File: src/inc/fdsi_defs.svh
// Register offsets, field positions and reset values of the drive signal block
`ifndef FDSI_DEFS_SVH
`define FDSI_DEFS_SVH

// Register byte offsets
`define FDSI_OFS_DOR     8'h00
`define FDSI_OFS_CCR     8'h04
`define FDSI_OFS_DSR     8'h08
`define FDSI_OFS_CFG     8'h0c
`define FDSI_OFS_DIN     8'h10
`define FDSI_OFS_MODE    8'h14
`define FDSI_OFS_OPCTL   8'h18
`define FDSI_OFS_IDXCNT  8'h1c
`define FDSI_OFS_STATUS  8'h20

// Digital output register fields
`define FDSI_DOR_SEL_LSB   0
`define FDSI_DOR_MOT_LSB   4

// Configuration register fields
`define FDSI_CFG_OR0       0
`define FDSI_CFG_OR1       1
`define FDSI_CFG_ALT0      2
`define FDSI_CFG_ALT1      3
`define FDSI_CFG_DPOL      5
`define FDSI_CFG_FOUR      7

// Digital input, mode, operation control and status fields
`define FDSI_DIN_INDEX     0
`define FDSI_DIN_CHG       7
`define FDSI_MODE_READ_GATE_DIAG_IN    0
`define FDSI_OP_LSB        0
`define FDSI_OP_STEPIN     2
`define FDSI_OP_SIDE1      3
`define FDSI_ST_READ_GATE_DIAG_IN      0
`define FDSI_ST_OP_LSB     1

// Reset values
`define FDSI_RST_DOR       8'h00
`define FDSI_RST_RATE      2'h0
`define FDSI_RST_CFG       8'h00
`define FDSI_RST_MODE      8'h00
`define FDSI_RST_OPCTL     8'h00

// Data rate codes
`define FDSI_RATE_500K     2'h0
`define FDSI_RATE_300K     2'h1
`define FDSI_RATE_250K     2'h2
`define FDSI_RATE_1M       2'h3

// Synchroniser depth
`define FDSI_SYNC_STAGES   2

`endif

File: src/inc/fdsi_pkg.sv
// Types shared by the drive signal block
package fdsi_pkg;

  // Current drive operation, Gray coded along idle-seek-read-write
  typedef enum logic [1:0] {
    FDSI_OP_IDLE  = 2'h0,
    FDSI_OP_SEEK  = 2'h1,
    FDSI_OP_READ  = 2'h3,
    FDSI_OP_WRITE = 2'h2
  } fdsi_op_e;

  // Pins driven toward the drives
  typedef struct packed {
    logic dens;
    logic ds0_n;
    logic ds1_n;
    logic mot0_n;
    logic mot1_n;
    logic rate0;
    logic step_in_n;
    logic side_n;
  } fdsi_drive_s;

  // Pins sampled from the drives
  typedef struct packed {
    logic chg;
    logic index_n;
  } fdsi_sense_s;

  typedef logic [7:0] fdsi_byte_t;

endpackage

File: src/logic/fdsi_sync.sv
// Two-stage synchroniser for pins sampled from the drives
`timescale 1ns/10ps
module fdsi_sync #(
  parameter int         W       = 2,
  parameter logic [1:0] RST_VAL = 2'h0
) (
  // Clock and reset
  input  wire logic         clk,
  input  wire logic         rst,
  // Data
  input  wire logic [W-1:0] d,
  output logic      [W-1:0] q
);

  logic [W-1:0] meta_r;

  // First stage is read by the second stage only
  always_ff @(posedge clk) begin
    if (rst) begin
      meta_r <= W'(RST_VAL);
      q      <= W'(RST_VAL);
    end else begin
      meta_r <= d;
      q      <= meta_r;
    end
  end

endmodule

File: src/logic/fdsi_top.sv
// Drive-side signal block of a floppy controller with APB registers
//
// Added by the designer: the APB interface to the registers and the register offsets.
`timescale 1ns/10ps
`include "fdsi_defs.svh"
//
// Overview of operation
// - Density output active at 500K or 1M
// - Configuration bit 5 sets density polarity
// - Seek: direction active inward, inactive outward
// - Direction inactive during any read or write
// - Drive selects decoded from output register bits
// - Configuration bit 7 encodes four drives
// - Select 0 ORed with motor 0 optionally
// - Select 1 ORed with motor 1 optionally
// - Rate bit from last written rate register
// - Disk change sampled, readable in input register
// - Mode bit repurposes disk change as read gate
// - Side select low picks side 1
module fdsi_top (
  // Clock and reset
  input  wire logic        MCLK,
  input  wire logic        RST,
  // APB slave
  input  wire logic        PSEL,
  input  wire logic        PENABLE,
  input  wire logic        PWRITE,
  input  wire logic [7:0]  PADDR,
  input  wire logic [31:0] PWDATA,
  output logic      [31:0] PRDATA,
  output logic             PREADY,
  output logic             PSLVERR,
  // Drive pins, sampled
  input  wire logic        DISK_CHANGE_IN,
  input  wire logic        INDEX_N,
  // Drive pins, driven
  output logic             DENSITY_SELECT_OUT,
  output logic             DRIVE_SELECT_0_N,
  output logic             DRIVE_SELECT_1_N,
  output logic             MOTOR_ON_0_N,
  output logic             MOTOR_ON_1_N,
  output logic             RATE_BIT0_OUT,
  output logic             HEAD_STEP_IN_N,
  output logic             HEAD_SIDE_SELECT_OUT
);

  // Register state
  fdsi_pkg::fdsi_byte_t  digital_output_reg_r;
  fdsi_pkg::fdsi_byte_t  cfg_r;
  fdsi_pkg::fdsi_byte_t  mode_r;
  fdsi_pkg::fdsi_byte_t  opctl_r;
  fdsi_pkg::fdsi_byte_t  idx_cnt_r;
  logic [1:0]            rate_r;
  logic [1:0]            dsr_rate_r;
  logic [1:0]            ccr_rate_r;

  // Bus decode
  logic                  setup;
  logic                  wr_en;
  logic                  addr_ok;
  fdsi_pkg::fdsi_byte_t  rd_byte;
  fdsi_pkg::fdsi_byte_t  wr_byte;

  // Sampled pins
  fdsi_pkg::fdsi_sense_s sense_raw;
  fdsi_pkg::fdsi_sense_s sense;
  logic                  index_prev_r;
  logic                  index_fall;

  // Derived drive values
  fdsi_pkg::fdsi_op_e    op;
  fdsi_pkg::fdsi_drive_s drv_nxt;
  fdsi_pkg::fdsi_drive_s drv_r;
  logic                  high_rate;
  logic                  sel_motor_on;
  logic [1:0]            dec_n;
  logic [1:0]            enc_n;
  logic                  read_gate_diag_in_sel;
  logic                  chg_vis;
  logic                  read_gate_diag_in_vis;

  assign setup   = PSEL & ~PENABLE;
  // A write lands on the access edge at which PREADY is seen high
  assign wr_en   = PSEL & PENABLE & PREADY & PWRITE & ~PSLVERR;
  assign wr_byte = PWDATA[7:0];

  always_comb begin
    addr_ok = 1'b1;
    case (PADDR)
      `FDSI_OFS_DOR,
      `FDSI_OFS_CCR,
      `FDSI_OFS_DSR,
      `FDSI_OFS_CFG,
      `FDSI_OFS_DIN,
      `FDSI_OFS_MODE,
      `FDSI_OFS_OPCTL,
      `FDSI_OFS_IDXCNT,
      `FDSI_OFS_STATUS: addr_ok = 1'b1;
      default:          addr_ok = 1'b0;
    endcase
  end

  // Disk change and index come from the drive cable, unrelated timing
  assign sense_raw.chg     = DISK_CHANGE_IN;
  assign sense_raw.index_n = INDEX_N;

  fdsi_sync #(
    .W       (2),
    .RST_VAL (2'h1)
  ) u_sync (
    .clk (MCLK),
    .rst (RST),
    .d   (sense_raw),
    .q   (sense)
  );

  // Read gate mode steals the disk change pin
  assign read_gate_diag_in_sel = mode_r[`FDSI_MODE_READ_GATE_DIAG_IN];
  assign chg_vis   = read_gate_diag_in_sel ? 1'b0 : sense.chg;
  assign read_gate_diag_in_vis = read_gate_diag_in_sel ? sense.chg : 1'b0;

  // Read data mux
  always_comb begin
    rd_byte = 8'h00;
    case (PADDR)
      `FDSI_OFS_DOR:    rd_byte = digital_output_reg_r;
      `FDSI_OFS_CCR:    rd_byte = {6'h00, ccr_rate_r};
      `FDSI_OFS_DSR:    rd_byte = {6'h00, dsr_rate_r};
      `FDSI_OFS_CFG:    rd_byte = cfg_r;
      `FDSI_OFS_DIN: begin
        rd_byte[`FDSI_DIN_CHG]   = chg_vis;
        rd_byte[`FDSI_DIN_INDEX] = ~sense.index_n;
      end
      `FDSI_OFS_MODE:   rd_byte = mode_r;
      `FDSI_OFS_OPCTL:  rd_byte = opctl_r;
      `FDSI_OFS_IDXCNT: rd_byte = idx_cnt_r;
      `FDSI_OFS_STATUS: begin
        rd_byte[`FDSI_ST_READ_GATE_DIAG_IN]                    = read_gate_diag_in_vis;
        rd_byte[`FDSI_ST_OP_LSB+1:`FDSI_ST_OP_LSB] = op;
      end
      default:          rd_byte = 8'h00;
    endcase
  end

  // Zero-wait slave: answer is ready in the first access cycle
  always_ff @(posedge MCLK) begin
    if (RST) begin
      PREADY  <= 1'b0;
      PSLVERR <= 1'b0;
      PRDATA  <= 32'h0000_0000;
    end else begin
      PREADY <= setup;
      if (setup) begin
        PSLVERR <= ~addr_ok;
        PRDATA  <= (PWRITE | ~addr_ok) ? 32'h0000_0000
                                       : {24'h00_0000, rd_byte};
      end else begin
        PSLVERR <= 1'b0;
      end
    end
  end

  // Digital output register
  always_ff @(posedge MCLK) begin
    if (RST) begin
      digital_output_reg_r <= `FDSI_RST_DOR;
    end else if (wr_en && PADDR == `FDSI_OFS_DOR) begin
      digital_output_reg_r <= wr_byte;
    end
  end

  // Both rate registers feed one rate; the later write wins
  always_ff @(posedge MCLK) begin
    if (RST) begin
      rate_r     <= `FDSI_RST_RATE;
      ccr_rate_r <= `FDSI_RST_RATE;
      dsr_rate_r <= `FDSI_RST_RATE;
    end else if (wr_en && PADDR == `FDSI_OFS_CCR) begin
      ccr_rate_r <= wr_byte[1:0];
      rate_r     <= wr_byte[1:0];
    end else if (wr_en && PADDR == `FDSI_OFS_DSR) begin
      dsr_rate_r <= wr_byte[1:0];
      rate_r     <= wr_byte[1:0];
    end
  end

  // Configuration register
  always_ff @(posedge MCLK) begin
    if (RST) begin
      cfg_r <= `FDSI_RST_CFG;
    end else if (wr_en && PADDR == `FDSI_OFS_CFG) begin
      cfg_r <= wr_byte;
    end
  end

  // Mode register
  always_ff @(posedge MCLK) begin
    if (RST) begin
      mode_r <= `FDSI_RST_MODE;
    end else if (wr_en && PADDR == `FDSI_OFS_MODE) begin
      mode_r <= wr_byte;
    end
  end

  // Operation control register
  always_ff @(posedge MCLK) begin
    if (RST) begin
      opctl_r <= `FDSI_RST_OPCTL;
    end else if (wr_en && PADDR == `FDSI_OFS_OPCTL) begin
      opctl_r <= wr_byte;
    end
  end

  assign op = fdsi_pkg::fdsi_op_e'(opctl_r[`FDSI_OP_LSB+1:`FDSI_OP_LSB]);

  // Index falling edge, seen on the synchronised copy only
  always_ff @(posedge MCLK) begin
    if (RST) begin
      index_prev_r <= 1'b1;
    end else begin
      index_prev_r <= sense.index_n;
    end
  end

  assign index_fall = index_prev_r & ~sense.index_n;

  // Revolution counter; a pulse in the same cycle as a clearing write leaves a count of 1
  always_ff @(posedge MCLK) begin
    if (RST) begin
      idx_cnt_r <= 8'h00;
    end else if (index_fall) begin
      if (wr_en && PADDR == `FDSI_OFS_IDXCNT) begin
        idx_cnt_r <= 8'h01;
      end else begin
        idx_cnt_r <= idx_cnt_r + 8'h01;
      end
    end else if (wr_en && PADDR == `FDSI_OFS_IDXCNT) begin
      idx_cnt_r <= 8'h00;
    end
  end

  // Density follows rate class, polarity from configuration
  assign high_rate = (rate_r == `FDSI_RATE_500K) ||
                     (rate_r == `FDSI_RATE_1M);

  // In four-drive mode the selected drive counts as selected only while its motor is enabled
  assign sel_motor_on =
    digital_output_reg_r[`FDSI_DOR_MOT_LSB +
                         32'(digital_output_reg_r[1:0])];

  // Plain decode reaches drives 0 and 1 only
  always_comb begin
    dec_n = 2'h3;
    case (digital_output_reg_r[`FDSI_DOR_SEL_LSB+1:`FDSI_DOR_SEL_LSB])
      2'h0:    dec_n = 2'h2;
      2'h1:    dec_n = 2'h1;
      default: dec_n = 2'h3;
    endcase
  end

  // Encoded pins drive an external decoder; drive 0 and none share
  // the idle code, so that decoder must also watch the motor lines
  assign enc_n = sel_motor_on ?
                 ~digital_output_reg_r[1:0] : 2'h3;

  always_comb begin
    drv_nxt = '0;
    // Polarity bit set means active high
    drv_nxt.dens = cfg_r[`FDSI_CFG_DPOL] ? high_rate
                                         : ~high_rate;
    if (cfg_r[`FDSI_CFG_FOUR]) begin
      drv_nxt.ds0_n = enc_n[0];
      drv_nxt.ds1_n = enc_n[1];
    end else begin
      drv_nxt.ds0_n = dec_n[0];
      drv_nxt.ds1_n = dec_n[1];
    end
    drv_nxt.mot0_n = ~digital_output_reg_r[`FDSI_DOR_MOT_LSB];
    drv_nxt.mot1_n = ~digital_output_reg_r[`FDSI_DOR_MOT_LSB+1];
    // Reassigned motor pins rest inactive; the select may carry motor
    if (cfg_r[`FDSI_CFG_ALT0]) begin
      drv_nxt.mot0_n = 1'b1;
      if (cfg_r[`FDSI_CFG_OR0]) begin
        drv_nxt.ds0_n = drv_nxt.ds0_n &
                        ~digital_output_reg_r[`FDSI_DOR_MOT_LSB];
      end
    end
    if (cfg_r[`FDSI_CFG_ALT1]) begin
      drv_nxt.mot1_n = 1'b1;
      if (cfg_r[`FDSI_CFG_OR1]) begin
        drv_nxt.ds1_n = drv_nxt.ds1_n &
                        ~digital_output_reg_r[`FDSI_DOR_MOT_LSB+1];
      end
    end
    drv_nxt.rate0 = rate_r[0];
    // Direction only asserted while seeking inward
    case (op)
      fdsi_pkg::FDSI_OP_SEEK:
        drv_nxt.step_in_n = ~opctl_r[`FDSI_OP_STEPIN];
      fdsi_pkg::FDSI_OP_READ,
      fdsi_pkg::FDSI_OP_WRITE:
        drv_nxt.step_in_n = 1'b1;
      default:
        drv_nxt.step_in_n = 1'b1;
    endcase
    drv_nxt.side_n = ~opctl_r[`FDSI_OP_SIDE1];
  end

  // Drive pins all leave one register stage
  always_ff @(posedge MCLK) begin
    if (RST) begin
      drv_r <= '{dens: 1'b0, ds0_n: 1'b1, ds1_n: 1'b1, mot0_n: 1'b1,
                 mot1_n: 1'b1, rate0: 1'b0, step_in_n: 1'b1,
                 side_n: 1'b1};
    end else begin
      drv_r <= drv_nxt;
    end
  end

  assign DENSITY_SELECT_OUT   = drv_r.dens;
  assign DRIVE_SELECT_0_N     = drv_r.ds0_n;
  assign DRIVE_SELECT_1_N     = drv_r.ds1_n;
  assign MOTOR_ON_0_N         = drv_r.mot0_n;
  assign MOTOR_ON_1_N         = drv_r.mot1_n;
  assign RATE_BIT0_OUT        = drv_r.rate0;
  assign HEAD_STEP_IN_N       = drv_r.step_in_n;
  assign HEAD_SIDE_SELECT_OUT = drv_r.side_n;

endmodule

File: config.mk
export PLATFORM = sky130hd
export DESIGN_NAME = fdsi_top
export DESIGN_NICKNAME = d
export VERILOG_FILES = /design/src/inc/fdsi_pkg.sv /design/src/logic/fdsi_sync.sv /design/src/logic/fdsi_top.sv
export VERILOG_INCLUDE_DIRS = /design/src /design/src/inc
export SDC_FILE = /design/constraint.sdc
export NUM_CORES = 1
export LEC_CHECK = 0
export BUFFER_PORTS_ARGS = -buffer_cell sky130_fd_sc_hd__buf_4
export CAP_MARGIN = 20
export CORE_MARGIN = 2
export CORE_UTILIZATION = 56
export DETAILED_ROUTE_END_ITERATION = 7
export GPL_TIMING_DRIVEN = 0
export PLACE_DENSITY = 0.85
export SETUP_SLACK_MARGIN = 0.3
export SKIP_CTS_REPAIR_TIMING = 1
export SKIP_LAST_GASP = 1
export SYNTH_ARGS = -nofsm -noshare
export SYNTH_HDL_FRONTEND = slang
export SYNTH_SLANG_ARGS = --single-unit
export TNS_END_PERCENT = 10
File: constraint.sdc
create_clock -name MCLK -period 3.1 [get_ports MCLK]
set_clock_uncertainty 0.1 [all_clocks]
set_input_delay 0 -clock MCLK [delete_from_list [all_inputs] [get_ports MCLK]]
set_output_delay 0 -clock MCLK [all_outputs]
set_load 0.005 [all_outputs]
# --- After elaboration in Yosys (flattened, before gate mapping) ---
# Cells that the tools add are included.
op_classes:
  n_eq_ne: 11
  reduce_logical: 19
  n_div: 0
  muxes: 23
  n_lt_le_gt_ge: 1
  shift: 0
  addsub: 2
  n_bitwise: 22
  n_mul: 0
op_table:
  columns: ["op", "count"]
  rows:
  - ["equality test 8 x 5 -> 1 bit (second input constant)", 4]
  - ["two-way mux 8 bit", 4]
  - ["case mux 4 bit (5 select lines)", 1]
  - ["equality test 8 x 4 -> 1 bit (second input constant)", 2]
  - ["case mux 2 bit (8 select lines)", 1]
  - ["NOT 1 bit", 12]
  - ["two-way mux 1 bit", 9]
  - ["case mux 1 bit (9 select lines)", 1]
  - ["OR reduction 9 bit", 1]
  - ["adder 8 x 1 -> 8 bit (second input constant)", 1]
  - ["AND 1 bit", 8]
  - ["equality test 8 x 3 -> 1 bit (second input constant)", 1]
  - ["equality test 8 x 6 -> 1 bit (second input constant)", 1]
  - ["logical NOT 8 bit", 1]
  - ["two-way mux 2 bit", 4]
  - ["OR reduction 2 bit", 4]
  - ["logical AND 1 bit", 7]
  - ["case mux 1 bit (6 select lines)", 1]
  - ["adder 3 x 2 -> 4 bit (first input constant)", 1]
  - ["equality test 2 x 1 -> 1 bit (second input constant)", 2]
  - ["logical NOT 2 bit", 2]
  - ["< comparator 4 bit (second input constant)", 1]
  - ["case mux 2 bit (2 select lines)", 1]
  - ["nonzero test 2 bit", 2]
  - ["6 further kinds", 6]
word_totals:
  input_bits: 47
  word_cells: 100
  ramBits: 0
  latchBits: 0
  n_memories: 0
  out_inout_bits: 42
  register_bits: 93
  mem_bits_ro: 0

# --- Depth between registers and ports, before layout ---
# Gate-level depths: netlist of the first run.
logic_depth:
  word_depth: 8
  ltp_mapped: 7
  ltp_nobuf: 5

# --- Cells and area by module ---
# From an unflattened synthesis of the first run, not the netlist that was laid out.
unflattened:
  hier_cells: 367
  area_unflattened_um2: 3321.9
modules_own_cells:
  columns: ["module", "n_inst", "cells_per_inst", "seq_area_each_um2", "area_per_inst_um2"]
  rows:
  - ["fdsi_top", 1, 359, 1301.2, 3216.8]
  - ["fdsi_sync", 1, 8, 80.1, 105.1]

# --- Worst setup path before layout of the first run ---
# No wires, ideal clock.
synth_path:
  kind: "reg-to-reg"
  startpoint: "register PREADY"
  endpoint: "register cfg_r[7]"
  t_arrival_ns: 1.760
  period_less_slack_ns: 1.988
  path_stages_with_launch: 8
  setup_slack_ns: 1.112
  setup_ns: 0.128
  required_ns: 2.872
  path_buffers: 2
  path_cell_list: "dfxtp_1 > nand3_1 > or4b_1 > buf_6 > or3_1 > buf_6 > mux2i_1 > nor2_1"
synth_via:
  elab_chain_len: 4
synth_lines:
  columns: ["item", "line", "source"]
  rows:
  - ["start, declared", "fdsi_top.sv:31", "output logic PREADY,"]
  - ["start signal, assigned", "fdsi_top.sv:152", "PREADY <= setup;"]
  - ["AND 1 bit (3 in a row)", "fdsi_top.sv:84", "assign wr_en = PSEL & PENABLE & PREADY & PWRITE & ~PSLVERR;"]
  - ["logical AND 1 bit (no source line)", null, null]
  - ["end signal, assigned", "fdsi_top.sv:190", "cfg_r <= `FDSI_RST_CFG;"]
  - ["end signal, assigned", "fdsi_top.sv:192", "cfg_r <= wr_byte;"]
  - ["end, declared", "fdsi_top.sv:49", "fdsi_pkg::fdsi_byte_t cfg_r;"]
# No other way between the ends.
# A chain may end at the register's enable or synchronous reset.

# --- Worst setup path in the final report of the first run ---
layout_path:
  startpoint: "register PREADY"
  endpoint: "register digital_output_reg_r[2]"
layout_via:
  elab_chain_len: 4
layout_lines:
  columns: ["item", "line", "source"]
  rows:
  - ["AND 1 bit (3 in a row)", "fdsi_top.sv:84", null]
  - ["logical AND 1 bit (no source line)", null, null]
  - ["end signal, assigned", "fdsi_top.sv:166", "digital_output_reg_r <= `FDSI_RST_DOR;"]
  - ["end signal, assigned", "fdsi_top.sv:168", "digital_output_reg_r <= wr_byte;"]
  - ["end, declared", "fdsi_top.sv:48", "fdsi_pkg::fdsi_byte_t digital_output_reg_r;"]
# No other way between the ends.

==> results of run 1 <==
-- registers in the layout, summed over array words and instances, names as in the netlist, 2 cells and up --
| name | cells |
|---|---|
| PRDATA | 8 |
| digital_output_reg_r | 8 |
| mode_r | 8 |
| u_sync.meta_r | 2 |
| cfg_r | 8 |
| opctl_r | 8 |
| dsr_rate_r | 2 |
| u_sync.q | 2 |
| idx_cnt_r | 8 |
| rate_r | 2 |
| ccr_rate_r | 2 |
-- through the flow --
stage	utilization, %	hold WS [ns]	cell area [µm²]
floorplan	-	0.003811	3299
global placement	66.46	0.08386	3682
detailed placement	66.46	0.09133	3682
CTS	70.51	-0.2628	3906
global route	73.04	0.01414	4046
finish	73.04	-0.04571	4046
-- cell usage after synthesis, types with 4 or more instances --
cell / count / share of area (%)
sky130_fd_sc_hd__a21oi_1: 8 / 1.2
sky130_fd_sc_hd__a22o_1: 4 / 1.1
sky130_fd_sc_hd__a22oi_1: 7 / 1.6
sky130_fd_sc_hd__buf_4: 24 / 5.6
sky130_fd_sc_hd__clkbuf_1: 13 / 1.5
sky130_fd_sc_hd__dfxtp_1: 69 / 43
sky130_fd_sc_hd__inv_1: 6 / 0.70
sky130_fd_sc_hd__mux2i_1: 48 / 15
sky130_fd_sc_hd__nand2_1: 18 / 2.1
sky130_fd_sc_hd__nand3_1: 15 / 2.3
sky130_fd_sc_hd__nor2_1: 59 / 6.9
sky130_fd_sc_hd__nor2b_1: 8 / 1.6
sky130_fd_sc_hd__nor3_1: 4 / 0.62
sky130_fd_sc_hd__o21ai_0: 13 / 2.0
sky130_fd_sc_hd__or3_1: 4 / 0.78
sky130_fd_sc_hd__xor2_1: 8 / 2.2
-- worst register-to-register path, delay by kind of cell, from the launching register on --
family        cells  cell delay [ns]
buf+inv           1             0.17
flops             1             0.35
mux               1             0.31
simple gates      4             1.20
-- per-layer routing --
metal	wire length [µm]	vias to the layer above	track usage (%)
met5	0	-	0
met4	190	0	10.00
met3	732	27	5.543
met2	3875	156	43.28
met1	3228	1278	33.45
li1	-	1344	-
-- cell usage in the layout, fill, tap and decap left out, types with 4 or more instances in the layout --
| cell type | count |
|---|---|
| sky130_fd_sc_hd__o21ai_0 | 13 |
| sky130_fd_sc_hd__conb_1 | 24 |
| sky130_fd_sc_hd__nand2_1 | 18 |
| sky130_fd_sc_hd__dlygate4sd3_1 | 14 |
| sky130_fd_sc_hd__nor2_1 | 59 |
| sky130_fd_sc_hd__or3_1 | 4 |
| sky130_fd_sc_hd__nor2b_1 | 8 |
| sky130_fd_sc_hd__nand3_1 | 15 |
| sky130_fd_sc_hd__a22o_1 | 4 |
| sky130_fd_sc_hd__inv_1 | 6 |
| sky130_fd_sc_hd__mux2i_1 | 48 |
| sky130_fd_sc_hd__buf_4 | 63 |
| sky130_fd_sc_hd__clkbuf_1 | 13 |
| sky130_fd_sc_hd__a22oi_1 | 7 |
| sky130_fd_sc_hd__clkbuf_8 | 10 |
| sky130_fd_sc_hd__nor3_1 | 4 |
| sky130_fd_sc_hd__dfxtp_1 | 69 |
| sky130_fd_sc_hd__xor2_1 | 8 |
| sky130_fd_sc_hd__a21oi_1 | 8 |
-- where the power goes --
part	switching (W)	internal [W]	total, W
logic	0.0000800	0.0000697	0.000150
registers	0.00000334	0.000891	0.000895
clock network	0.000350	0.000473	0.000823
total	0.000433	0.00143	0.00187
-- final timing paths --
kind	startpoint	to	slack, ns	depth (start not counted)
worst max register to register	PREADY	digital_output_reg_r[2]	0.84	6
worst min register to register	opctl_r[3]	HEAD_SIDE_SELECT_OUT	0.30	1
worst min-delay path	PADDR[6]	PSLVERR	-0.05	4
worst max-delay path	PREADY	digital_output_reg_r[2]	0.84	6
-- final cells by class --
class / count / area (µm²) / share of cell area, %
Clock buffer: 10 / 137.6 / 3.401
Clock inverter: 6 / 86.33 / 2.134
Inverter: 6 / 22.52 / 0.5566
Buffer: 39 / 251.5 / 6.215
Timing Repair Buffer: 53 / 432.9 / 10.70
Sequential cell: 69 / 1381 / 34.14
Multi-Input combinational cell: 259 / 1644 / 40.63
Tap cell: 72 / 90.09 / 2.226
-- kinds of logic (layout without fill, tap and decap cells) --
group,after synthesis,after routing,share of synthesized area (%)
simple gates,131,131,20.33
flops,69,69,42.99
mux,51,51,16.36
buf+inv,45,114,8.528
compound gates,43,43,8.840
xor+xnor,9,9,2.453
fa+ha+maj,1,1,0.3893
other cells,1,24,0.1167
==> impl_summary.md, run 1 <==
STA
The setup TNS after final layout is 0 ns. For the pin with the worst max-slew slack, the measured transition is about 0.89 ns. The minimum clock period is 2.263 ns.

The worst hold-check slack is -0.04571 ns. The number of setup violations in the final report is 0. The worst slew slack as a fraction of its limit is 40.38%. Setup repair after global routing left no endpoint under its margin. The max-slew violation count was 0. The number of hold violations in the final report is 4. The final critical-path setup slack is 0.8367 ns. The final period utilization is 73.01%. The timing-limited maximum frequency is 441.8 MHz.

Worst setup path
The slowest cell on the critical path is sky130_fd_sc_hd__nor3_4. The required time at the endpoint of the critical path is 3.23 ns. The buffers plus inverters on the worst setup path is 1. The capturing element type of the critical path is a flop. The worst setup path is launched from a flop.

Walking the worst path, the cells encountered are nand3_1 > or4b_1 > buf_6 > nor3_4 > mux2i_1 > nor2_1. The data arrival time of the critical path is 2.39 ns. The category of the most critical setup path is reg2reg. On the worst path, the slowest cell contributes a delay of approximately 0.54 ns. The highest net fanout along the worst path is 9. On the critical path the largest part of the delay comes from simple AND/OR/NAND/NOR gates.

Clock tree
The CTS clock-pin slew for the worst setup and hold paths is 0.08 ns. The later pin in the worst-skew pair is clocked with a latency of ~0.35 ns. In this run, CTS created clock tree buffers numbering 9. For this design, the sink count on the clock tree is between 60 and 70.

The buffer depth of the longest clock path is 2. The clock tree synthesis step divided the H-tree into 3 levels. The cell chosen for the clock root is sky130_fd_sc_hd__clkbuf_8.

The clock tree from TritonCTS is yes.

Yosys
Counting flops with a built-in enable in the synthesized netlist gives 0. Summing every instance area after synthesis gives 3213 µm². The synthesized netlist contains 43 unique library cells. The number of standard cells after synthesis is 350. The proportion of synthesized chip area in sequential cells is 42.99%. The post-synthesis area per instance is 9.180 µm². For this run, asynchronously set or reset flops after synthesis account for 0%. The yosys synthesis warning count is 0.

The synthesized design contains a little under 70 register bits. Among all flip-flop cells after synthesis, the most frequent one is sky130_fd_sc_hd__dfxtp_1.

Routing
In the routed layout, each cell is associated on average with a via count of 5.457. After the first detailed-routing iteration, the DRC count stood at roughly 360. For this block, the via count after detailed routing is around 2800.

In the routed design, unresolved DRC markers number 0. The aggregate routed wire length is between 8000 and 9000 µm. The average wire per standard cell is between 15 and 20 µm. For this run, the detailed router's first-pass iteration total came to 6.

Once detail routing completed, the nets flagged for antenna violations numbered 0.

Die
The initialized floorplan defines 27 standard-cell rows. In this run the vertical extent of the chip is 79.75 µm. The effective utilization at floorplan is 57.99%.

The die footprint is roughly 6400 µm². The area inside the core boundary is 5540 µm². Measured along the x axis, the die boundary spans between 70 and 80 µm. In this run the count of I/O pins placed on the die edge is 89.

Placed design
The count of buffers added on input and output ports is 39. At the end of routability-driven placement, the weighted congestion stood at 0.9058. The setup slack after placement is about 0.89 ns. The estimated wirelength of the detail-placed design is approximately 6000 µm. Counting tap cells, the placed design contains a total of 484 instances.

Finish
The growth of design area from synthesis to finish is 25.93%. Counting the fill cells in the layout gives 450. The non-filler instance count after layout is 514. 0 antenna diodes ended up in the layout. The post-layout net count is 485. The post-route netlist has about a fifth of its cells at a drive strength greater than 1.

Global route
Entering global routing, the biggest net connects 13 pins. The number of antenna violations at the first check in global routing is 0. Global routing consumed, over all layers together, 26.15% of the routing resources.

The first-pass GRT wire length is 12640 µm. The residual overflow from global routing is 0. The number of global-route vias before repair is 2614.

Status
The run finished, with violations left. The checks that failed: hold timing.

Power and ir drop
The total power per unit cell area is 461.5 nW/µm². Total power for the finished layout comes to 0.001867 W. For this design the static power due to leakage is 1.695 nW.

The worst supply voltage drop on vdd is 0.3196 mV.

Job
The number of max-cap violations is 0.

Worst hold path
The worst min-delay path class is in2reg.
Power figures use the tool's default switching activity.
==> run 2: changes to the inputs <==
- ABC_AREA: unset -> 1
- CORE_UTILIZATION: 56 -> 53
- PLACE_DENSITY: 0.85 -> 0.8
- clock period: 3.1 -> 2.3 ns (I/O delays scaled with it)
==> impl_summary.md, run 2 <==
Status
The run finished, with violations left. The checks that failed: hold timing.

Worst setup path
Walking the worst path, the cells encountered are nand2_1 > nor2_1 > nand3_2 > inv_1 > nand3_1 > nand2_1 > nor3b_1. The worst setup path is launched from a flop. The slowest cell on the critical path is sky130_fd_sc_hd__dfxtp_1. The source of the worst register-to-register timing path is PREADY. STA classifies the critical path endpoint as a flop.

The kind of cell adding the most delay to the critical path is simple AND/OR/NAND/NOR gates. The critical register-to-register path endpoint is idx_cnt_r[6]. The required time at the endpoint of the critical path was 2.42 ns (-0.81 ns). The highest net fanout along the worst path is 7 (-2). The buffers plus inverters on the worst setup path is 1 (unchanged). The depth of the most critical reg-to-reg path is 7 (+1). The data arrival time of the critical path is 1.89 ns (-0.50 ns).

The critical path in this run is classified as reg2reg. The most frequent cell on the critical path is sky130_fd_sc_hd__nand2_1. The delay of the slowest cell on the worst path came to 0.34 ns (-0.20 ns).

The worst-case register-to-register setup slack came to 0.53 ns (-0.30 ns). The number of cells on the critical path is 7 (+1).

Yosys
The number of standard cells after synthesis is 475 (+36%). The proportion of register bits with asynchronous set or reset after synthesis is 0% (unchanged). The yosys synthesis warning count is 0 (unchanged). The fraction of post-synthesis cell area in the top cell type by area is 40.63% (-2.4 points). The library cell occupying the most area in the post-synthesis netlist is sky130_fd_sc_hd__dfxtp_1. In the synthesized netlist the dominant register cell turns out to be sky130_fd_sc_hd__dfxtp_1. The post-synthesis area per instance is 7.157 µm² (-22%). The proportion of synthesized chip area in sequential cells is 40.63% (-2.4 points).

The number of enable flip-flop cells after synthesis was 0 (unchanged). The most common cell in the synthesized netlist is sky130_fd_sc_hd__nand2_1. In the post-synthesis netlist, the biggest area contributors are sky130_fd_sc_hd__dfxtp_1, sky130_fd_sc_hd__nand2_1, sky130_fd_sc_hd__nor2_1. The number of different library cells in the post-synthesis netlist is 34 (-21%).

Ranked by instance count, the synthesized netlist is headed by sky130_fd_sc_hd__nand2_1, sky130_fd_sc_hd__dfxtp_1, sky130_fd_sc_hd__nor2_1. The number of synthesized register bits is 69 (unchanged). The cell area after synthesis came to 3400 µm² (+5.8%).

Power and ir drop
The total power per unit cell area is 615.1 nW/µm² (+33%). The cell internal power dissipation is 0.002045 W (+43%). The leakage power of the design is 1.857 nW (+9.5%). The portion of total power attributed to combinational logic is 7.6% (-0.4 points). The switching portion of total power was 22.02% (-1.2 points).

The power spent charging and discharging nets was 0.0005775 W (+33%). The sequential cell fraction of total power was 46.0% (-1.9 points). The share of power burned in the clock network is 46.3% (+2.2 points).

The worst supply voltage drop on vdd came to 0.6496 mV (+100%).

Global route
The total routing resource utilization after global routing is 25.39% (-0.76 points). The residual overflow from global routing is 0 (unchanged). The maximum number of pins on one net before global-route repair was 13 (unchanged). The number of global-route vias before repair is 3060 (+17%).

The number of antenna violations at the first check in global routing is 0 (unchanged). The first-pass GRT wire length is 14460 µm (+14%).

Finish
The post-layout net count is 610 (+26%). The number of filler cells placed in the layout is 537 (+19%). The final design utilization is 67.91% (-5.1 points). Compared with the post-synthesis result, the final layout area differs by 25.40%. The post-route standard cell area excluding fillers is 4263 µm² (+5.3%). The non-filler instance count after layout is 644 (+25%). The share of post-route cells with drive strength above 1 is 22.05% (+1.0 points). The library cell used most frequently in the layout, excluding fill and tap cells, is sky130_fd_sc_hd__nand2_1. In the layout the commonest cells are sky130_fd_sc_hd__nand2_1, sky130_fd_sc_hd__dfxtp_1, sky130_fd_sc_hd__buf_4. The total inserted antenna cells came to 0 (unchanged).

Clock tree
The CTS sink count was 69 (unchanged). The buffer depth of the longest clock path is 2 (unchanged). The CTS clock-pin slew for the worst setup and hold paths came to 0.08 ns (about the same). The H-tree depth is 3 (unchanged). The clock tree from TritonCTS is yes. The cell chosen for the clock root is sky130_fd_sc_hd__clkbuf_8. The clock insertion delay at the later pin of the skew report was 0.34 ns (about the same). The TritonCTS buffer count is 9 (unchanged).

Die
The chip height was 84.09 µm (+5.4%). The count of boundary I/O pins is 89 (unchanged). The effective utilization at floorplan is 54.16% (-3.8 points). The number of standard-cell rows in the floorplan came to 29 (+7.4%). The x dimension of the die is 84.09 µm (+5.4%). The die footprint is 7071 µm² (+11%). The area inside the core boundary is 6277 µm² (+13%).

STA
The slew at the pin closest to its max-slew limit is 0.6564 ns (-0.2304 ns). The max-slew violation count is 0 (unchanged). The worst hold-check slack came to -0.002530 ns (+0.04318 ns). The number of setup violations in the final report is 0 (unchanged). The timing-limited maximum frequency is 566.4 MHz (+28%). The setup TNS after final layout is 0 ns (unchanged). The number of hold violations in the final report came to 1 (-3). Setup repair after global routing left no endpoint under its margin. The minimum clock period came to 1.766 ns (-0.4976 ns). The final period utilization is 76.77% (+3.8 points). The worst slew slack as a fraction of its limit is 56.24% (+16 points).

Placed design
The number of input and output port buffers inserted came to 39 (unchanged). The routability-driven placement congestion ratio is 0.9181 (+1.4%). The estimated wirelength of the detail-placed design is 6491 µm (+10%). The cell area after placement is 3875 µm² (+5.2%). The total placed cells including tap cells is 614 (+27%).

Worst hold path
The count of cells along the worst hold path is 6 (+2). The worst hold path begins at PWRITE. The endpoint of the worst hold-timing path is PRDATA[1]. The worst min-delay path class is in2reg.

Routing
The number of routed nets with antenna violations was 0 (unchanged). The number of vias in the routed layout is 3411 (+22%). The average wire per standard cell came to 13.98 µm (-11%). The post-detailed-route DRC marker count was 0 (unchanged). The detailed router's first-iteration violation count came to 249 (-31%). The aggregate routed wire length is 9000 µm (+12%). The number of iterations in the first detailed-routing pass came to 5 (-1). The average vias per placed instance came to 5.297 (-2.9%).

Job
The number of max-cap violations is 0 (unchanged).
[run 2: changes by cell type in the layout (fill, tap and decap cells not counted), moves of 7 or more]
| cell | change |
|---|---|
| sky130_fd_sc_hd__a21oi_1 | +28 |
| sky130_fd_sc_hd__a22oi_1 | -7 |
| sky130_fd_sc_hd__clkbuf_1 | -10 |
| sky130_fd_sc_hd__inv_1 | +34 |
| sky130_fd_sc_hd__mux2i_1 | -48 |
| sky130_fd_sc_hd__nand2_1 | +83 |
| sky130_fd_sc_hd__nand2_2 | +7 |
| sky130_fd_sc_hd__nand3_1 | +21 |
| sky130_fd_sc_hd__nor2_2 | +7 |
| sky130_fd_sc_hd__nor2_4 | +7 |
| sky130_fd_sc_hd__nor2b_1 | -8 |
| sky130_fd_sc_hd__o21ai_0 | +19 |
| sky130_fd_sc_hd__xor2_1 | -7 |
[run 2: logic make-up after synthesis]
family                     synth area share [%]
and+or+nand+nor                           32.43
buffers and inverters                     13.32
AOI/OAI and AO/OA                         12.88
DFF                                       40.63
xor gates and xnor gates                 0.2577
adders and majority gates                0.3680
other                                    0.1103
[run 2: final cells by class]
cell class	instances	area, µm²	share of cell area (%)
plain buffers	36	280.3	6.575
clock buffers	10	137.6	3.229
clock inverters	6	110.1	2.583
inverters	46	172.7	4.050
multi-input cells	347	1652	38.74
flip-flops and latches	69	1381	32.40
well taps	77	96.34	2.260
repair buffers	53	432.9	10.16
[run 2: per-stage QoR]
stage / worst slack, ns / power (W)
after detailed placement: 0.5749 / 0.001412
final: 0.5343 / 0.002622
after floorplan: 0.8789 / 0.001340
after CTS: 0.5483 / 0.002602
after global routing: 0.3585 / 0.002702
after global placement: 0.6586 / 0.001408
[run 2: worst max-delay path by stage]
stage                     slack, ns    startpoint      endpoint
after floorplan                0.88  idx_cnt_r[0]  idx_cnt_r[6]
after global placement         0.66        PREADY  idx_cnt_r[2]
after detailed placement       0.57        PREADY  idx_cnt_r[2]
after CTS                      0.55        PREADY  idx_cnt_r[6]
after global routing           0.36  idx_cnt_r[0]  idx_cnt_r[6]
final                          0.53        PREADY  idx_cnt_r[6]
[run 2: worst register-to-register path: stages (launching register included)]
cell and delay [ns]:
sky130_fd_sc_hd__dfxtp_1 0.34, sky130_fd_sc_hd__nand2_1 0.05, sky130_fd_sc_hd__nor2_1 0.11, sky130_fd_sc_hd__nand3_2 0.20
sky130_fd_sc_hd__inv_1 0.31, sky130_fd_sc_hd__nand3_1 0.18, sky130_fd_sc_hd__nand2_1 0.27, sky130_fd_sc_hd__nor3b_1 0.09
[run 2: power groups by stage]
stage / Clock (W) / Combinational [W] / Sequential, W
global route: 0.00128 / 0.000217 / 0.00121
global placement: 0 / 0.000174 / 0.00123
detailed placement: 0 / 0.000177 / 0.00123
finish: 0.00121 / 0.000200 / 0.00121
CTS: 0.00122 / 0.000178 / 0.00121
floorplan: 0 / 0.000107 / 0.00123
[run 2: layer usage]
| metal | track usage (%) | vias to the layer above | wire length (µm) |
|---|---|---|---|
| met4 | 10.12 | 0 | 206 |
| met5 | 0 | - | 0 |
| met3 | 5.836 | 22 | 727 |
| li1 | - | 1655 | - |
| met2 | 41.70 | 168 | 4285 |
| met1 | 32.14 | 1566 | 3780 |
==> run 3: changes to the inputs <==
- clock period: 2.3 -> 1.8 ns (I/O delays scaled with it)
==> impl_summary.md, run 3 (same netlist as run 2, synthesis figures left out) <==
Status
The run finished, with violations left. The final reports fail on hold timing.

Worst setup path
The data arrival time of the critical path came to 1.75 ns (-0.14 ns). The highest net fanout along the worst path was 5 (-2). In this run the worst setup path begins at PREADY. The depth of the most critical reg-to-reg path is 8 (+1). The critical register-to-register path endpoint is opctl_r[5]. The critical path in this run is classified as reg2reg. STA classifies the critical path startpoint as a flop. The worst-case register-to-register setup slack is 0.22 ns (-0.31 ns). The destination of the critical timing path is opctl_r[5]. The capturing element type of the critical path is a flop. The source of the worst register-to-register timing path is PREADY. The required time at the endpoint of the critical path was 1.97 ns (-0.45 ns).

Power and ir drop
The cell internal power dissipation is 0.002619 W (+28%). The leakage power of the design was 1.914 nW (+3.1%). The power spent charging and discharging nets is 0.0007558 W (+31%).

The share of power burned in the clock network came to 46.2% (about the same). The total power is 0.003375 W (+29%). The portion of total power attributed to combinational logic is 8.1% (+0.5 points). The worst supply voltage drop on vdd is 0.6922 mV (+6.6%).

The switching portion of total power is 22.39% (+0.37 points). The total power per unit cell area was 753.3 nW/µm² (+22%). The sequential cell fraction of total power is 45.7% (-0.3 points).

STA
The setup TNS after final layout came to 0 ns (unchanged). The final critical-path setup slack was 0.2217 ns (-0.3127 ns). The number of setup violations in the final report is 0 (unchanged). The slew at the pin closest to its max-slew limit is 0.6598 ns (+0.003429 ns). The worst hold-check slack is -0.04679 ns (-0.04426 ns). The max-slew violation count is 0 (unchanged). The worst slew slack as a fraction of its limit is 56.01% (-0.23 points). The timing-limited maximum frequency is 633.6 MHz (+12%). The number of hold violations in the final report is 1 (unchanged).

Setup repair after global routing could not meet its margin everywhere. The final period utilization was 87.68% (+11 points). The minimum clock period is 1.578 ns (-0.1873 ns).

Clock tree
TritonCTS built the clock tree. The buffer depth of the longest clock path came to 2 (unchanged). The H-tree depth came to 3 (unchanged).

The CTS clock-pin slew for the worst setup and hold paths is 0.07 ns (about the same). The clock insertion delay at the later pin of the skew report is 0.35 ns (about the same). The CTS sink count is 69 (unchanged). The TritonCTS buffer count is 9 (unchanged). Clock tree synthesis selected as its root buffer the cell sky130_fd_sc_hd__clkbuf_8.

Finish
The final design utilization is 71.38% (+3.5 points). The total inserted antenna cells was 0 (unchanged). The share of post-route cells with drive strength above 1 is 27.35% (+5.3 points).

The non-filler instance count after layout is 651 (+1.1%). The most frequent standard cell in the layout excluding fill and tap cells is sky130_fd_sc_hd__nand2_1. The post-layout net count came to 617 (+1.1%). The total area of multi-input combinational cells was 1770 µm² (+7.2%). The area taken by flip-flops and latches is 1388 µm² (+0.45%). The number of filler cells placed in the layout was 486 (-9.5%).

The growth of design area from synthesis to finish is 31.80%. In the layout the commonest cells are sky130_fd_sc_hd__nand2_1, sky130_fd_sc_hd__buf_4, sky130_fd_sc_hd__dfxtp_1.

Global route
The number of antenna violations at the first check in global routing is 0 (unchanged). The residual overflow from global routing is 0 (unchanged). The number of global-route vias before repair was 3060 (unchanged). The total routing resource utilization after global routing is 25.39% (unchanged). The first-pass GRT wire length is 14460 µm (unchanged). The maximum number of pins on one net before global-route repair is 13 (unchanged).

Placed design
The estimated wirelength of the detail-placed design was 6491 µm (unchanged). The setup slack after placement came to 0.07487 ns (-0.5000 ns). The number of input and output port buffers inserted came to 39 (unchanged). The total placed cells including tap cells came to 614 (unchanged).

The routability-driven placement congestion ratio was 0.9181 (unchanged).

Routing
The average vias per placed instance is 5.399 (+1.9%). The top routing layer in use is met4. The post-detailed-route DRC marker count was 0 (unchanged). The number of iterations in the first detailed-routing pass was 5 (unchanged).

The average wire per standard cell came to 14.57 µm (+4.3%). The routed wire length on met3 was 883 µm (+21%). The number of routed nets with antenna violations came to 0 (unchanged).

The met2 layer wire length in the routed design is 4481 µm (+4.6%). The detailed router's first-iteration violation count is 281 (+13%). The routed length on met1 is 3796 µm (+0.42%). The aggregate routed wire length is 9486 µm (+5.4%).

The number of vias in the routed layout is 3515 (+3.0%).

Die
The effective utilization at floorplan is 54.16% (unchanged). The number of standard-cell rows in the floorplan is 29 (unchanged). The chip height came to 84.09 µm (unchanged). The area inside the core boundary was 6277 µm² (unchanged).

The die footprint is 7071 µm² (unchanged). The x dimension of the die is 84.09 µm (unchanged). The count of boundary I/O pins is 89 (unchanged).

Job
The number of max-cap violations was 0 (unchanged).

Worst hold path
The min-delay analysis places its worst path in the category in2reg.
-- run 3: cell types whose count changed in the layout (fill, tap and decap cells not counted), sizes merged --
cell         before  now
inv              45   44
clkbuf           15   17
clkinvlp          2    3
buf              70   73
dlygate4sd3      14   16
-- run 3: worst min-delay path by stage --
stage | startpoint | endpoint | slack [ns] | cells past startpoint
3_5_place_dp | INDEX_N | u_sync.meta_r[0] | 0.09 | 2
3_3_place_gp | INDEX_N | u_sync.meta_r[0] | 0.09 | 2
4_1_cts | INDEX_N | u_sync.meta_r[0] | -0.27 | 2
6_report | PENABLE | PRDATA[0] | -0.05 | 4
5_1_grt | PENABLE | PRDATA[0] | 0.005 | 4
2_1_floorplan | INDEX_N | u_sync.meta_r[0] | 0.004 | 1
-- run 3: cell type report --
cell class / instances / area share [%]
Buffer: 36 / 6.479
Clock inverter: 6 / 2.457
Clock buffer: 10 / 3.072
Inverter: 46 / 3.937
Sequential cell: 69 / 30.97
Tap cell: 77 / 2.150
Multi-Input combinational cell: 347 / 39.51
Timing Repair Buffer: 60 / 11.42
-- run 3: stage by stage --
step	cell area [µm²]	hold WS, ns
after floorplan	3486	0.003811
after global placement	3875	0.08600
after detailed placement	3875	0.08798
after CTS	4123	-0.2708
after global routing	4481	0.004948
final	4481	-0.04679
-- run 3: worst max-delay path, cell delays in order (launching register included) --
cell	delay, ns
sky130_fd_sc_hd__dfxtp_2	0.34
sky130_fd_sc_hd__nand2_2	0.06
sky130_fd_sc_hd__nor2_4	0.12
sky130_fd_sc_hd__nand3_4	0.18
sky130_fd_sc_hd__clkinvlp_4	0.22
sky130_fd_sc_hd__buf_6	0.14
sky130_fd_sc_hd__clkbuf_16	0.13
sky130_fd_sc_hd__nand3_1	0.06
sky130_fd_sc_hd__a21oi_1	0.14
-- run 3: layer usage --
layer / GRT usage, % / vias up
met4: 10.12 / 0
li1: - / 1667
met2: 41.70 / 215
met5: 0 / -
met1: 32.14 / 1600
met3: 5.836 / 33
-- run 3: power by group through the flow --
stage	registers (W)	clock network, W	logic (W)
3_3_place_gp	0.00158	0	0.000222
5_1_grt	0.00154	0.00164	0.000294
2_1_floorplan	0.00158	0	0.000137
4_1_cts	0.00154	0.00155	0.000228
3_5_place_dp	0.00158	0	0.000226
6_report	0.00154	0.00156	0.000273
